**src/rtl/lin_diag_pkg.sv**
```systemverilog
// Shared constants for the LIN I/O slave configuration tail, diagnostics and mode sequencer.
// Assumes a single 25 MHz APB clock; frame-level events come from a LIN controller on that clock.
package lin_diag_pkg;

  // APB register byte offsets
  localparam logic [7:0] OFF_CTRL     = 8'h00;
  localparam logic [7:0] OFF_STATUS   = 8'h04;
  localparam logic [7:0] OFF_FALLBACK = 8'h08;
  localparam logic [7:0] OFF_NODE     = 8'h0c;
  localparam logic [7:0] OFF_LATCH    = 8'h10;

  // Control register field positions
  localparam int CTRL_SLOPE_BIT = 0;
  localparam int CTRL_ECC_BIT   = 1;
  localparam int CTRL_SLEEP_USES_FALLBACK_BIT  = 2;
  localparam int CTRL_INHX_BIT  = 3;

  // Configuration request fields (bit positions inside the fourth byte of the 8-byte frame, D0 in the low byte)
  localparam int CFG_SLOPE_BIT  = 1;
  localparam int CFG_ECC_BIT    = 0;
  localparam logic [1:0] BLK_THIRD  = 2'b10;
  localparam logic [1:0] BLK_FOURTH = 2'b11;

  // Frame byte codes
  localparam logic [7:0] SVC_IO_CONFIG = 8'hb4;
  localparam logic [7:0] RSP_IO_CONFIG = 8'hf4;
  localparam logic [7:0] PCI_DIAG_RSP  = 8'h04;
  localparam logic [7:0] DIAG_CTRL     = 8'hc0;
  localparam logic [7:0] FILL_BYTE     = 8'hff;

  // Diagnostic flag positions
  localparam int FLG_PARITY = 7;
  localparam int FLG_RXB    = 6;
  localparam int FLG_CS     = 5;
  localparam int FLG_TXB    = 4;
  localparam int FLG_NVM    = 2;
  localparam int FLG_LHE    = 1;
  localparam int FLG_ERR    = 0;

  // Reset values
  localparam logic [7:0] RST_NAD      = 8'h7f;
  localparam logic [7:0] RST_FALLBACK = 8'h00;
  localparam logic [7:0] RST_LATCH    = 8'h00;

  // Operating modes, one-hot
  typedef enum logic [5:0] {
    MODE_CONFIG   = 6'b000001,
    MODE_NORMAL   = 6'b000010,
    MODE_SLEEP    = 6'b000100,
    MODE_LH_SLEEP = 6'b001000,
    MODE_LIMP     = 6'b010000,
    MODE_STANDBY  = 6'b100000
  } op_mode_t;

endpackage : lin_diag_pkg

```
**src/rtl/bit_sync2.sv**
```systemverilog
// Two-flop synchroniser for a bundle of asynchronous levels.
// Assumes each bit is an independent level; no bus coherence across bits.
`timescale 1ns/1ps
module bit_sync2 #(
  parameter int W = 1
) (
  // Clock and reset
  input  wire logic         pclk,
  input  wire logic         presetn,
  // Levels
  input  wire logic [W-1:0] async_in,
  output logic      [W-1:0] sync_out
);

  typedef struct packed {
    logic [W-1:0] meta;
    logic [W-1:0] stable;
  } sync_state_t;

  sync_state_t st_r;
  sync_state_t st_nxt;

  // Per-bit two stage chain; first stage feeds only the second
  for (genvar i = 0; i < W; i++) begin : g_bit
    always_comb begin
      st_nxt.meta[i]   = async_in[i];
      st_nxt.stable[i] = st_r.meta[i];
    end
  end

  always_ff @(posedge pclk or negedge presetn) begin
    if (!presetn) begin
      st_r <= '0;
    end else begin
      st_r <= st_nxt;
    end
  end

  assign sync_out = st_r.stable;

endmodule : bit_sync2

```
**src/rtl/diag_flag_bank.sv**
```systemverilog
// Sticky diagnostic flag bank.
// Assumes set and clear masks come from logic on the same clock.
`timescale 1ns/1ps
module diag_flag_bank #(
  parameter int W = 8
) (
  // Clock and reset
  input  wire logic         pclk,
  input  wire logic         presetn,
  // Events and acknowledge
  input  wire logic [W-1:0] set_mask,
  input  wire logic [W-1:0] clear_mask,
  output logic      [W-1:0] flags
);

  typedef struct packed {
    logic [W-1:0] flags;
  } flag_state_t;

  flag_state_t st_r;
  flag_state_t st_nxt;

  // Set beats clear so an event in the acknowledge cycle survives
  for (genvar i = 0; i < W; i++) begin : g_flag
    always_comb begin
      st_nxt.flags[i] = set_mask[i] | (st_r.flags[i] & ~clear_mask[i]);
    end
  end

  always_ff @(posedge pclk or negedge presetn) begin
    if (!presetn) begin
      st_r <= '0;
    end else begin
      st_r <= st_nxt;
    end
  end

  assign flags = st_r.flags;

endmodule : diag_flag_bank

```
**src/rtl/lin_slave_config_diag_modes.sv**
```systemverilog
// LIN I/O slave: third configuration block, diagnostic block and mode sequencer, with APB registers.
// Assumes a LIN frame controller on pclk delivering decoded frames and error events as pulses.
//
// Design decisions made here: the APB register port and the register addresses.
`timescale 1ns/1ps
module lin_slave_config_diag_modes
  import lin_diag_pkg::*;
#(
  parameter logic [7:0] DEFAULT_NAD = RST_NAD,  // Arbitrary neutral default address
  parameter int         PINS        = 8
) (
  // APB slave
  input  wire logic              pclk,
  input  wire logic              presetn,
  input  wire logic              psel,
  input  wire logic              penable,
  input  wire logic              pwrite,
  input  wire logic [7:0]        paddr,
  input  wire logic [31:0]       pwdata,
  output logic      [31:0]       prdata,
  output logic                   pready,
  output logic                   pslverr,
  // Frames to and from the LIN controller
  input  wire logic              req_valid,
  input  wire logic [63:0]       req_data,
  input  wire logic              resp_slot,
  input  wire logic              resp_done,
  output logic                   resp_valid,
  output logic      [63:0]       resp_data,
  // Error and bus events
  input  wire logic              parity_err,
  input  wire logic              receive_frame_fault,
  input  wire logic              checksum_err,
  input  wire logic              transmit_bit_fault,
  input  wire logic              in_response,
  input  wire logic              no_valid_frame_timeout,
  input  wire logic              bus_idle_timeout,
  input  wire logic              bus_dominant_timeout,
  input  wire logic              sleep_cmd,
  input  wire logic              remote_wake,
  input  wire logic              assign_nad,
  input  wire logic [7:0]        assign_nad_value,
  input  wire logic              default_nad_used,
  // Pin output frames
  input  wire logic              io_out_load,
  input  wire logic [PINS-1:0]   io_out_value,
  input  wire logic [PINS-1:0]   io_out_enable,
  // Pins
  input  wire logic              local_wake_pin,
  output logic      [PINS-1:0]   pin_output_register,
  output logic      [PINS-1:0]   io_pin_oe,
  output logic                   regulator_inhibit_pin_out,
  output logic                   regulator_inhibit_pin_oe,
  // Block state
  output logic                   slope_select,
  output logic                   checksum_enhanced,
  output logic                   io_frames_enabled,
  output logic                   pwm_adc_reset,
  output logic                   wake_signal_req,
  output logic                   response_error,
  output logic      [5:0]        op_mode
);

  if (PINS != 8) begin : g_bad_pins
    $error("PINS must be 8: the latch fills one response byte");
  end

  typedef struct packed {
    op_mode_t        mode;
    logic [7:0]      node_address;
    logic            slope;
    logic            ecc;
    logic            sleep_uses_fallback;
    logic            inh_ext;
    logic [7:0]      fallback;
    logic [PINS-1:0] latch;
    logic [PINS-1:0] oe;
    logic            diag_pend;
    logic            resp_valid;
    logic [63:0]     resp_data;
    logic            wake_req;
    logic            pwm_rst;
    logic            inh_oe;
    logic            frames_en;
    logic            wake_prev;
    logic [31:0]     prdata;
    logic            pready;
    logic            pslverr;
  } state_t;

  state_t      st_r;
  state_t      st_nxt;
  logic        wake_sync;
  logic [7:0]  flags;
  logic [7:0]  flag_set;
  logic [7:0]  flag_clr;
  logic        req_ok;
  logic [1:0]  blk;
  logic        apb_wr;
  logic        apb_rd;

  ////////////////////////////////////////////////////////////////////////////
  // Local wake pin is asynchronous
  bit_sync2 #(.W(1)) u_wake_sync (
    .pclk     (pclk),
    .presetn  (presetn),
    .async_in (local_wake_pin),
    .sync_out (wake_sync)
  );

  // Sticky diagnostic flags
  diag_flag_bank #(.W(8)) u_flags (
    .pclk       (pclk),
    .presetn    (presetn),
    .set_mask   (flag_set),
    .clear_mask (flag_clr),
    .flags      (flags)
  );

  ////////////////////////////////////////////////////////////////////////////
  // Request qualification and flag events
  assign req_ok = req_valid && req_data[7:0] == st_r.node_address && req_data[23:16] == SVC_IO_CONFIG;
  assign blk    = req_data[31:30];
  assign apb_wr = psel && penable && st_r.pready && pwrite;
  assign apb_rd = psel && penable && !st_r.pready && !pwrite;

  always_comb begin
    flag_set             = '0;
    flag_set[FLG_PARITY] = parity_err;
    flag_set[FLG_RXB]    = receive_frame_fault;
    flag_set[FLG_CS]     = checksum_err;
    flag_set[FLG_TXB]    = transmit_bit_fault;
    flag_set[FLG_NVM]    = no_valid_frame_timeout;
    flag_set[FLG_LHE]    = st_nxt.mode == MODE_LIMP && st_r.mode != MODE_LIMP;
    flag_set[FLG_ERR]    = in_response &&
                           (receive_frame_fault || checksum_err || transmit_bit_fault);
    // Only the bits actually reported are cleared, later events stay
    flag_clr             = (resp_done && st_r.resp_valid) ? st_r.resp_data[39:32] : 8'h00;
  end

  ////////////////////////////////////////////////////////////////////////////
  // Next-state logic: modes, configuration, response, APB
  always_comb begin
    st_nxt          = st_r;
    st_nxt.wake_req = 1'b0;
    st_nxt.wake_prev = wake_sync;

    // Configuration request decode
    if (req_ok) begin
      if (blk == BLK_THIRD) begin
        st_nxt.slope    = req_data[24 + CFG_SLOPE_BIT];
        st_nxt.ecc      = req_data[24 + CFG_ECC_BIT];
        st_nxt.fallback = req_data[39:32];
      end
      // Read-only block, pin configuration untouched
      st_nxt.diag_pend = (blk == BLK_FOURTH);
    end

    // Diagnostic slave response
    if (resp_slot && st_r.diag_pend) begin
      st_nxt.resp_valid = 1'b1;
      st_nxt.resp_data  = {FILL_BYTE, FILL_BYTE, st_r.latch, flags,
                           DIAG_CTRL, RSP_IO_CONFIG, PCI_DIAG_RSP, st_r.node_address};
    end
    if (resp_done && st_r.resp_valid) begin
      st_nxt.resp_valid = 1'b0;
      st_nxt.diag_pend  = 1'b0;
    end

    // Address change; floating the outputs comes after the output frame decode
    if (assign_nad) begin
      st_nxt.node_address = assign_nad_value;
    end

    // Mode sequencer
    case (st_r.mode)
      MODE_CONFIG: begin
        if (bus_idle_timeout || bus_dominant_timeout || sleep_cmd) begin
          st_nxt.mode  = MODE_LIMP;
          st_nxt.latch = st_r.fallback;
        end else if (assign_nad || default_nad_used) begin
          st_nxt.mode = MODE_NORMAL;
        end
      end
      MODE_NORMAL: begin
        if (sleep_cmd) begin
          st_nxt.mode = st_r.sleep_uses_fallback ? MODE_LH_SLEEP : MODE_SLEEP;
          if (st_r.sleep_uses_fallback) begin
            st_nxt.latch = st_r.fallback;
          end
        end else if (bus_dominant_timeout) begin
          st_nxt.mode  = MODE_LIMP;
          st_nxt.latch = st_r.fallback;
        end else if (io_out_load) begin
          st_nxt.latch = io_out_value;
          st_nxt.oe    = io_out_enable;
        end
      end
      MODE_SLEEP, MODE_LH_SLEEP: begin
        // Latch untouched across wake-up
        if (wake_sync && !st_r.wake_prev) begin
          st_nxt.mode     = MODE_NORMAL;
          st_nxt.wake_req = 1'b1;
        end else if (remote_wake) begin
          st_nxt.mode = MODE_NORMAL;
        end
      end
      MODE_LIMP: begin
        if (remote_wake) begin
          st_nxt.mode = MODE_STANDBY;
        end
      end
      MODE_STANDBY: begin
        // Master acknowledges the failure by reading diagnostics
        if (resp_done && st_r.resp_valid) begin
          st_nxt.mode = MODE_NORMAL;
        end
      end
      default: begin
        st_nxt.mode = MODE_CONFIG;
      end
    endcase

    // Reconfiguration floats outputs, even against a same-cycle output frame
    if (assign_nad && st_r.mode != MODE_CONFIG) begin
      st_nxt.oe = '0;
    end

    // Low-power modes float inhibit and hold PWM/ADC in reset
    st_nxt.pwm_rst = st_nxt.mode inside {MODE_SLEEP, MODE_LH_SLEEP};
    st_nxt.frames_en = st_nxt.mode != MODE_CONFIG;
    st_nxt.inh_oe  = st_r.inh_ext &&
                     !(st_nxt.mode inside {MODE_SLEEP, MODE_LH_SLEEP, MODE_LIMP});

    // APB: one wait state, data and ready from flops
    st_nxt.pready  = psel && penable && !st_r.pready;
    st_nxt.pslverr = 1'b0;
    if (psel && penable && !st_r.pready) begin
      st_nxt.pslverr = !(paddr inside {OFF_CTRL, OFF_STATUS, OFF_FALLBACK, OFF_NODE, OFF_LATCH});
    end
    if (apb_rd) begin
      case (paddr)
        OFF_CTRL:     st_nxt.prdata = {28'h0000000, st_r.inh_ext, st_r.sleep_uses_fallback, st_r.ecc, st_r.slope};
        OFF_STATUS:   st_nxt.prdata = {16'h0000, 2'b00, st_r.mode, flags};
        OFF_FALLBACK: st_nxt.prdata = {24'h000000, st_r.fallback};
        OFF_NODE:     st_nxt.prdata = {24'h000000, st_r.node_address};
        OFF_LATCH:    st_nxt.prdata = {16'h0000, st_r.oe, st_r.latch};
        default:      st_nxt.prdata = 32'h00000000;
      endcase
    end
    // Software writes lose to a same-cycle configuration frame
    if (apb_wr && !req_ok) begin
      if (paddr == OFF_CTRL) begin
        st_nxt.slope   = pwdata[CTRL_SLOPE_BIT];
        st_nxt.ecc     = pwdata[CTRL_ECC_BIT];
        st_nxt.sleep_uses_fallback    = pwdata[CTRL_SLEEP_USES_FALLBACK_BIT];
        st_nxt.inh_ext = pwdata[CTRL_INHX_BIT];
      end else if (paddr == OFF_FALLBACK) begin
        st_nxt.fallback = pwdata[7:0];
      end
    end
  end

  ////////////////////////////////////////////////////////////////////////////
  // State register; reset gives Configuration with I/O pins floating and the inhibit pin driven
  always_ff @(posedge pclk or negedge presetn) begin
    if (!presetn) begin
      st_r           <= '0;
      st_r.mode      <= MODE_CONFIG;
      st_r.node_address       <= DEFAULT_NAD;
      st_r.fallback  <= RST_FALLBACK;
      st_r.latch     <= RST_LATCH;
      st_r.inh_ext   <= 1'b1;
      st_r.inh_oe    <= 1'b1;
    end else begin
      st_r <= st_nxt;
    end
  end

  // Outputs straight from flops, except the inhibit pin level, which is tied high
  assign prdata                    = st_r.prdata;
  assign pready                    = st_r.pready;
  assign pslverr                   = st_r.pslverr;
  assign resp_valid                = st_r.resp_valid;
  assign resp_data                 = st_r.resp_data;
  assign pin_output_register       = st_r.latch;
  assign io_pin_oe                 = st_r.oe;
  assign regulator_inhibit_pin_out = 1'b1;
  assign regulator_inhibit_pin_oe  = st_r.inh_oe;
  assign slope_select              = st_r.slope;
  assign checksum_enhanced         = st_r.ecc;
  assign io_frames_enabled         = st_r.frames_en;
  assign pwm_adc_reset             = st_r.pwm_rst;
  assign wake_signal_req           = st_r.wake_req;
  assign response_error            = flags[FLG_ERR];
  assign op_mode                   = st_r.mode;
endmodule : lin_slave_config_diag_modes

```
**config.mk**
```make
export PLATFORM = sky130hd
export DESIGN_NAME = lin_slave_config_diag_modes
export DESIGN_NICKNAME = d
export VERILOG_FILES = /design/src/rtl/lin_diag_pkg.sv /design/src/rtl/bit_sync2.sv /design/src/rtl/diag_flag_bank.sv /design/src/rtl/lin_slave_config_diag_modes.sv
export SDC_FILE = /design/constraint.sdc
export NUM_CORES = 1
export LEC_CHECK = 0
export ABC_AREA = 0
export BUFFER_PORTS_ARGS = -buffer_cell sky130_fd_sc_hd__buf_4
export CAP_MARGIN = 20
export CORE_UTILIZATION = 42
export CTS_CLUSTER_DIAMETER = 200
export DETAILED_ROUTE_END_ITERATION = 8
export HOLD_SLACK_MARGIN = 0.15
export PLACE_DENSITY = 0.87
export REMOVE_ABC_BUFFERS = 1
export SLEW_MARGIN = 20
export SYNTH_ARGS = -nofsm -noshare
export SYNTH_HDL_FRONTEND = slang
export SYNTH_SLANG_ARGS = --single-unit
```
**constraint.sdc**
```tcl
create_clock -name pclk -period 2.2 [get_ports pclk]
set_input_delay 0.33 -clock pclk [delete_from_list [all_inputs] [get_ports pclk]]
set_output_delay 0.33 -clock pclk [all_outputs]
set_load 0.02 [all_outputs]
```
==> results of run 1 <==
==> power by group <==
part	total (mW)	internal [mW]	switching, mW
clock	1.51	0.833	0.678
sequential	2.27	2.06	0.211
combinational	1.30	0.565	0.733
==> placed cells by master (no fill, tap or decap), drive strengths merged, types with 7 or more instances in the layout <==
cell,count
dfrtp,92
nor3,8
dfstp,10
nand3,28
nor2,42
buf,214
nand2,56
mux2,55
mux2i,10
a21oi,14
a31oi,8
clkbuf,14
xnor2,9
a21o,7
conb,33
==> Yosys cell counts (7+ instances only) <==
cell type,n
buf_4,119
dfrtp_1,92
nand2_1,56
mux2_2,44
nor2_1,42
nand3_1,28
a21oi_1,14
clkbuf_1,14
mux2_1,11
dfstp_2,10
mux2i_1,10
xnor2_1,9
a31oi_1,8
a21o_1,7
==> flip-flops by register name (all words and copies together), names as in the netlist, 6 cells and up <==
register	flops
pin_output_register	8
prdata	16
st_r	20
u_flags.flags	8
op_mode	6
io_pin_oe	8
resp_data	25
==> routing by layer <==
| layer | GRT usage | share of wire |
|---|---|---|
| met5 | 0 | 0 |
| met4 | 0.08654 | 0.022 |
| met3 | 0.07510 | 0.10 |
| met2 | 0.3441 | 0.48 |
| met1 | 0.2462 | 0.40 |
==> worst min path at each step <==
stage / startpoint / to / slack [ns]
floorplan: presetn / checksum_enhanced / 0.03
global placement: u_wake_sync.st_nxt[0] / u_wake_sync.sync_out / 0.34
detailed placement: u_wake_sync.st_nxt[0] / u_wake_sync.sync_out / 0.34
CTS: no_valid_frame_timeout / u_flags.flags[2] / 0.15
global route: no_valid_frame_timeout / u_flags.flags[2] / 0.16
finish: parity_err / u_flags.flags[7] / 0.17
==> cell families after synthesis <==
kind of cell | count (synthesis) | share of synthesized area
buffers and inverters | 145 | 0.1772
multiplexers | 66 | 0.1317
flip-flops | 102 | 0.4553
AND/OR/NAND/NOR | 166 | 0.1446
other | 2 | 0.001333
AO/OA/AOI/OAI | 60 | 0.07440
XOR/XNOR | 10 | 0.01555
==> final cells by class <==
type	count	area, um2	share of cell area
flip-flops and latches	102	2565	0.3688
multi-input cells	335	2217	0.3188
well taps	172	215.2	0.03094
clock inverters	2	16.27	0.002339
clock buffers	14	264.0	0.03796
inverters	6	22.52	0.003238
repair buffers	216	1655	0.2380
==> through the flow <==
stage          std cells    util  hold WS (ns)  cell area [um2]  setup WS, ns
3_5_place_dp         826  0.5150        0.3372             6605      -0.09544
4_1_cts              844  0.5384        0.1516             6905      0.008830
3_3_place_gp         826  0.5150        0.3367             6605      -0.01658
2_1_floorplan        443       -       0.03441             4775        -1.329
5_1_grt              847  0.5423        0.1577             6955     -0.006627
6_report             847  0.5423        0.1687             6955       0.05572
==> what timing repair did <==
| item | CTS | global route |
|---|---|---|
| setup buffers | 0 | 3 |
| pin swaps | 1 | 4 |
| gates resized for setup | 0 | 6 |
| hold buffers | 2 | 0 |
| cloned | 0 | 0 |
| hold endpoints to repair | 33 | 0 |
| endpoints found under the setup margin | 7 | 11 |
==> reports/results.txt, run 1 <==
post-synthesis register bit count -> 102
Crit. path cell count -> 7
buffer and inverter count on the worst path -> 2
clk root buf -> clkbuf_16
I/O Buffers -> 185
R2R Setup Slk -> 0.06 ns
fraction of layout cells with a size suffix above 1 -> 0.4356
critical path endpoint -> st_r[123]
largest net degree at the start of global routing -> 45
Max Fclk -> 466.4 MHz
Yosys top cell area share -> 0.4086
row count -> 41
core area -> 0.01282 mm2
Initial Util -> 0.4393
Routed wire per std cell -> 16.81 um
IR drop worst, VDD -> 0.0003234 V
GP Congestion -> 0.8739
Mean Syn Cell Area -> 10.23 um2
GRT Overall Usage -> 0.2090
Worst setup startpoint -> st_r[137]
Hold Crit Class -> input port to flip-flop
Cell variety after synth -> 54
slowest stage cell, crit path -> dfstp_2
Power, Total -> 5.083 mW
htree depth -> 3
Final Hold Fails -> 0
clk sinks -> 102
clock-pin slew on the worst setup and hold paths -> 0.07 ns
WS Path Type -> flip-flop to flip-flop
leakage power total -> 3.465 nW
biggest cell delay along the critical path -> 0.58 ns
CP Capture Type -> flip-flop
fin crit period -> 2.144 ns
maximum fanout along the worst path -> 8
DRT iter0 DRCs -> 344
RSZ-0062 raised after global routing -> true
DR vias/cell -> 5.068
routed wire length -> 14230 um
CTS tree -> yes
FF-to-FF End -> st_r[123]
Clock Skew -> 0.008588 ns
# DRC -> 0
Die Y -> 117.8 um
Hold Path Depth -> 2
area delta synth->final -> 23.45%
Post-Syn Area -> 0.005634 mm2
cells on worst reg2reg path -> 7
Die ar. -> 0.01388 mm2
setup_tns -> 0 ns
chip width -> 117.8 um
register area share after synthesis -> 0.4553
Max-slew headroom -> 0.5790
Synth area leader -> dfrtp_1
Detailed Place HPWL -> 11080 um
vias in the first global route -> 4223
worst r2r src -> st_r[137]
Longest Clk Path Bufs -> 2
worst-margin pin slew -> 0.6315 ns
Max-cap violations -> 0
antenna violations before repair -> 0
CTS buffer count -> 9
count of warnings emitted by yosys -> 0
Cells after Synth -> 551
CP Data Required Time -> 2.43 ns
Critical Path, Cell by Cell -> xnor2_2 -> nand4_1 -> nor3_1 -> buf_4 -> or4b_1 -> buf_6 -> mux2_1
Crit path max-delay family -> simple AND/OR/NAND/NOR gates
Routed Antenna Nets -> 0
Post-synth EDFFs -> 0
first-pass iteration count of the detailed router -> 4
final setup fails -> 0
crit path launch type -> flip-flop
Main synth FF type -> dfrtp_1
filler instances -> 1162
final worst-path cycle share -> 0.9747
outcome -> finished clean
final slew viol count -> 0
first-pass GRT wire length -> 22140 um
Worst-Skew Late Latency -> 0.35 ns
gr ovfl total -> 0
Top Ports -> 279
Post-synth ARST share -> 1.000
vias -> 4293
Pwr per Cell Area -> 730.8 mW/mm2
synth top area cells -> dfrtp_1 41%, buf_4 16%, mux2_2 8.8%, dfstp_2 4.7%, nand2_1 3.7%
Final nets -> 820
# diodes -> 0
Worst EP arrival -> 2.37 ns
Note: power is estimated with default switching activity, not from simulation.
==> run 2, diff against run 1 <==
--- a/config.mk
+++ b/config.mk
@@ -17,4 +17,5 @@
 export SLEW_MARGIN = 20
 export SYNTH_ARGS = -nofsm -noshare
 export SYNTH_HDL_FRONTEND = slang
+export SYNTH_HIERARCHICAL = 1
 export SYNTH_SLANG_ARGS = --single-unit
==> run 2 against run 1 <==
Register-to-register slack improved by 0.099 ns. Synthesized area rose by 3.0%. Critical path depth fell by 1. Largest cell class unchanged. Global-route usage decreased by 0.22 points. Routed wire length increased by 2.4%. Highest routed layer unchanged. Design area rose by 0.90%. Non-clock buffer count shrank 8. Sequential share of layout area down 0.33 points. Flip-flop and latch count unchanged.
==> reports/results.txt, run 2 <==
outcome -> finished clean
Hold Path Depth -> 2 (unchanged)
Routed Antenna Nets -> 0 (unchanged)
max FFs per register -> 25 (unchanged)
Die Y -> 119.5 um (+1.4%)
routed wire length -> 14580 um (+2.4%)
final worst setup slack -> 0.1547 ns (+0.09895 ns)
Max-cap violations -> 0 (unchanged)
slowest stage cell, crit path -> dfstp_2
setup_tns -> 0 ns (unchanged)
Hold Crit Class -> input port to flip-flop
Main synth FF type -> dfrtp_1
Commonest cells post-synth -> 119 x buf_4, 92 x dfrtp_1, 42 x mux2_2, 38 x nand2_1, 27 x o21ai_0
first-pass iteration count of the detailed router -> 5 (+1)
synth top area cells -> dfrtp_1 40%, buf_4 15%, mux2_2 8.2%, dfstp_2 4.5%, mux2i_1 2.8%
Worst-Skew Late Latency -> 0.34 ns (about the same)
IR drop worst, VDD -> 0.0003145 V (-2.7%)
Seq pwr share -> 0.452 (+0.005)
minimum hold slack -> 0.1714 ns (+0.002723 ns)
# DRC -> 0 (unchanged)
Initial Util -> 0.4346 (-0.004746)
CP Capture Type -> flip-flop
DR vias/cell -> 5.196 (+2.5%)
row count -> 42 (+2.4%)
final worst-path cycle share -> 0.9297 (-0.04498)
Synth area leader -> dfrtp_1
clock-pin slew on the worst setup and hold paths -> 0.06 ns (about the same)
GP Congestion -> 0.8600 (-1.6%)
Power, Total -> 4.570 mW (-10%)
Crit path max-delay family -> simple AND/OR/NAND/NOR gates
Post-Syn Area -> 0.005801 mm2 (+3.0%)
clock share of power -> 0.344 (+0.047)
vias in the first global route -> 4239 (+0.38%)
Max-slew headroom -> 0.5673 (-0.01170)
R2R Setup Slk -> 0.15 ns (+0.10 ns)
Final nets -> 817 (-0.37%)
Mean Syn Cell Area -> 10.34 um2 (+1.1%)
clk root buf -> clkbuf_16
crit path launch type -> flip-flop
CTS buffer count -> 9 (unchanged)
most frequent cells in the layout -> 203 x buf_4, 92 x dfrtp_1, 42 x mux2_2, 38 x nand2_1, 34 x conb_1
Max Fclk -> 488.9 MHz (+4.8%)
hold_sp -> checksum_err
CTS tree -> yes
Final Hold Fails -> 0 (unchanged)
gr ovfl total -> 0 (unchanged)
DRT iter0 DRCs -> 258 (-25%)
leakage power total -> 3.569 nW (+3.0%)
most common cell in the netlist -> buf_4
first-pass GRT wire length -> 22670 um (+2.4%)
DP Area -> 0.006688 mm2 (+1.3%)
Post-synth ARST share -> 1.000 (unchanged)
register area share after synthesis -> 0.4422 (-0.01306)
Combinational Power Share -> 0.204 (-0.051)
Clock Skew -> 0.006456 ns (-0.002132 ns)
WHS Endpoint -> u_flags/flags[5]
Worst EP arrival -> 2.25 ns (-0.12 ns)
Final Util -> 0.5258 (-0.01656)
fin crit period -> 2.045 ns (-0.09895 ns)
cells on worst reg2reg path -> 6 (-1)
Pwr per Cell Area -> 651.2 mW/mm2 (-11%)
maximum fanout along the worst path -> 23 (+15)
final std cells w/o fill -> 847 (unchanged)
Post-synth EDFFs -> 0 (unchanged)
I/O Buffers -> 185 (unchanged)
Routed wire per std cell -> 17.21 um (+2.4%)
Sw Ratio -> 0.2801 (-0.03898)
FF-to-FF End -> st_r[122]
largest net degree at the start of global routing -> 68 (+51%)
final setup fails -> 0 (unchanged)
clk sinks -> 102 (unchanged)
Detailed Place HPWL -> 11220 um (+1.2%)
WS Path Type -> flip-flop to flip-flop
post-synthesis register bit count -> 102 (unchanged)
Top Ports -> 279 (unchanged)
area delta synth->final -> 20.99%
most common cell after layout, fill and taps aside -> buf_4
Yosys top cell area share -> 0.3969 (-0.01172)
Psw -> 1.280 mW (-21%)
antenna violations before repair -> 0 (unchanged)
RSZ-0062 raised after global routing -> false
fraction of layout cells with a size suffix above 1 -> 0.4188 (-0.01678)
count of warnings emitted by yosys -> 6 (+6)
pre-CTS WS -> 0.07755 ns (+0.1730 ns)
Die ar. -> 0.01429 mm2 (+2.9%)
GRT Overall Usage -> 0.2069 (-0.002160)
Cell variety after synth -> 68 (+26%)
fin area -> 0.007018 mm2 (+0.90%)
Longest Clk Path Bufs -> 2 (unchanged)
internal power -> 3.290 mW (-4.9%)
htree depth -> 3 (unchanged)
buffer and inverter count on the worst path -> 1 (-1)
final slew viol count -> 0 (unchanged)
chip width -> 119.5 um (+1.4%)
worst-margin pin slew -> 0.6491 ns (+0.01755 ns)
worst r2r src -> st_r[137]
vias -> 4401 (+2.5%)
# diodes -> 0 (unchanged)
Inst Count DP -> 828 (+0.24%)
Cells after Synth -> 561 (+1.8%)
CP Data Required Time -> 2.41 ns (-0.02 ns)
biggest cell delay along the critical path -> 0.55 ns (-0.03 ns)
core area -> 0.01335 mm2 (+4.1%)
Critical Path, Cell by Cell -> nor2b_1 -> nor4b_1 -> and4_1 -> buf_4 -> a211o_4 -> a31oi_1
## run 2: cell types whose count changed after synthesis, sizes merged, moves of 17 or more
cell,previous run,this run
nor2,42,24
o21ai,4,27
nand2,56,39
nand3,28,8
## run 2: cells by family (layout without fill, tap and decap cells)
logic type	count (synthesis)	in the layout	synth area share
buffers and inverters	162	240	0.1829
and+or+nand+nor	134	134	0.1309
DFF	102	102	0.4422
AOI/OAI and AO/OA	97	97	0.1223
muxes	60	60	0.1143
xor gates and xnor gates	4	4	0.006041
other	2	34	0.001295
## run 2: worst max path at each step
stage	start	endpoint	slack, ns	cells past startpoint
final	st_r[137]	st_r[122]	0.15	6
after global routing	st_r[137]	st_r[127]	0.009	6
after CTS	st_r[133]	st_r[122]	0.12	6
after detailed placement	paddr[1]	st_r[130]	0.08	6
after global placement	paddr[1]	st_r[130]	0.11	6
after floorplan	resp_data[31]	resp_data[31]	-1.33	1
## run 2: worst reg2reg max path, cell delays in order (launching register included)
cell	delay (ns)
dfstp_2	0.55
nor2b_1	0.05
nor4b_1	0.42
and4_1	0.31
buf_4	0.26
a211o_4	0.22
a31oi_1	0.10
## run 2: what timing repair did
item | 4_1_cts | 5_1_grt
endpoints found under the setup margin | 0 | 1
hold buffers | 4 | 0
hold endpoints to repair | 34 | 0
resized for setup | 0 | 1
buffers inserted | 0 | 0
## run 2: final cells by class
cell class | instances | area, um2
timing repair buffer | 208 | 1584
sequential | 102 | 2565
clock inverter | 1 | 30.03
inverter | 17 | 63.81
fill | 1209 | 6330
tap | 176 | 220.2
clock buffer | 14 | 254.0
multi-input combinational | 329 | 2301
## run 2: power by group through the flow
stage	Clock [mW]	Sequential [mW]	Combinational (mW)
2_1_floorplan	0	2.16	0.383
3_5_place_dp	0	2.10	0.920
3_3_place_gp	0	2.10	0.896
4_1_cts	1.61	2.06	0.932
5_1_grt	1.67	2.08	1.01
6_report	1.57	2.07	0.933
## run 2: routing by layer
layer	up-vias	part of all wire	track usage
li1	2054	-	-
met1	2117	0.42	0.2619
met2	197	0.47	0.3197
met3	33	0.077	0.05608
met4	0	0.037	0.1156
met5	-	0	0
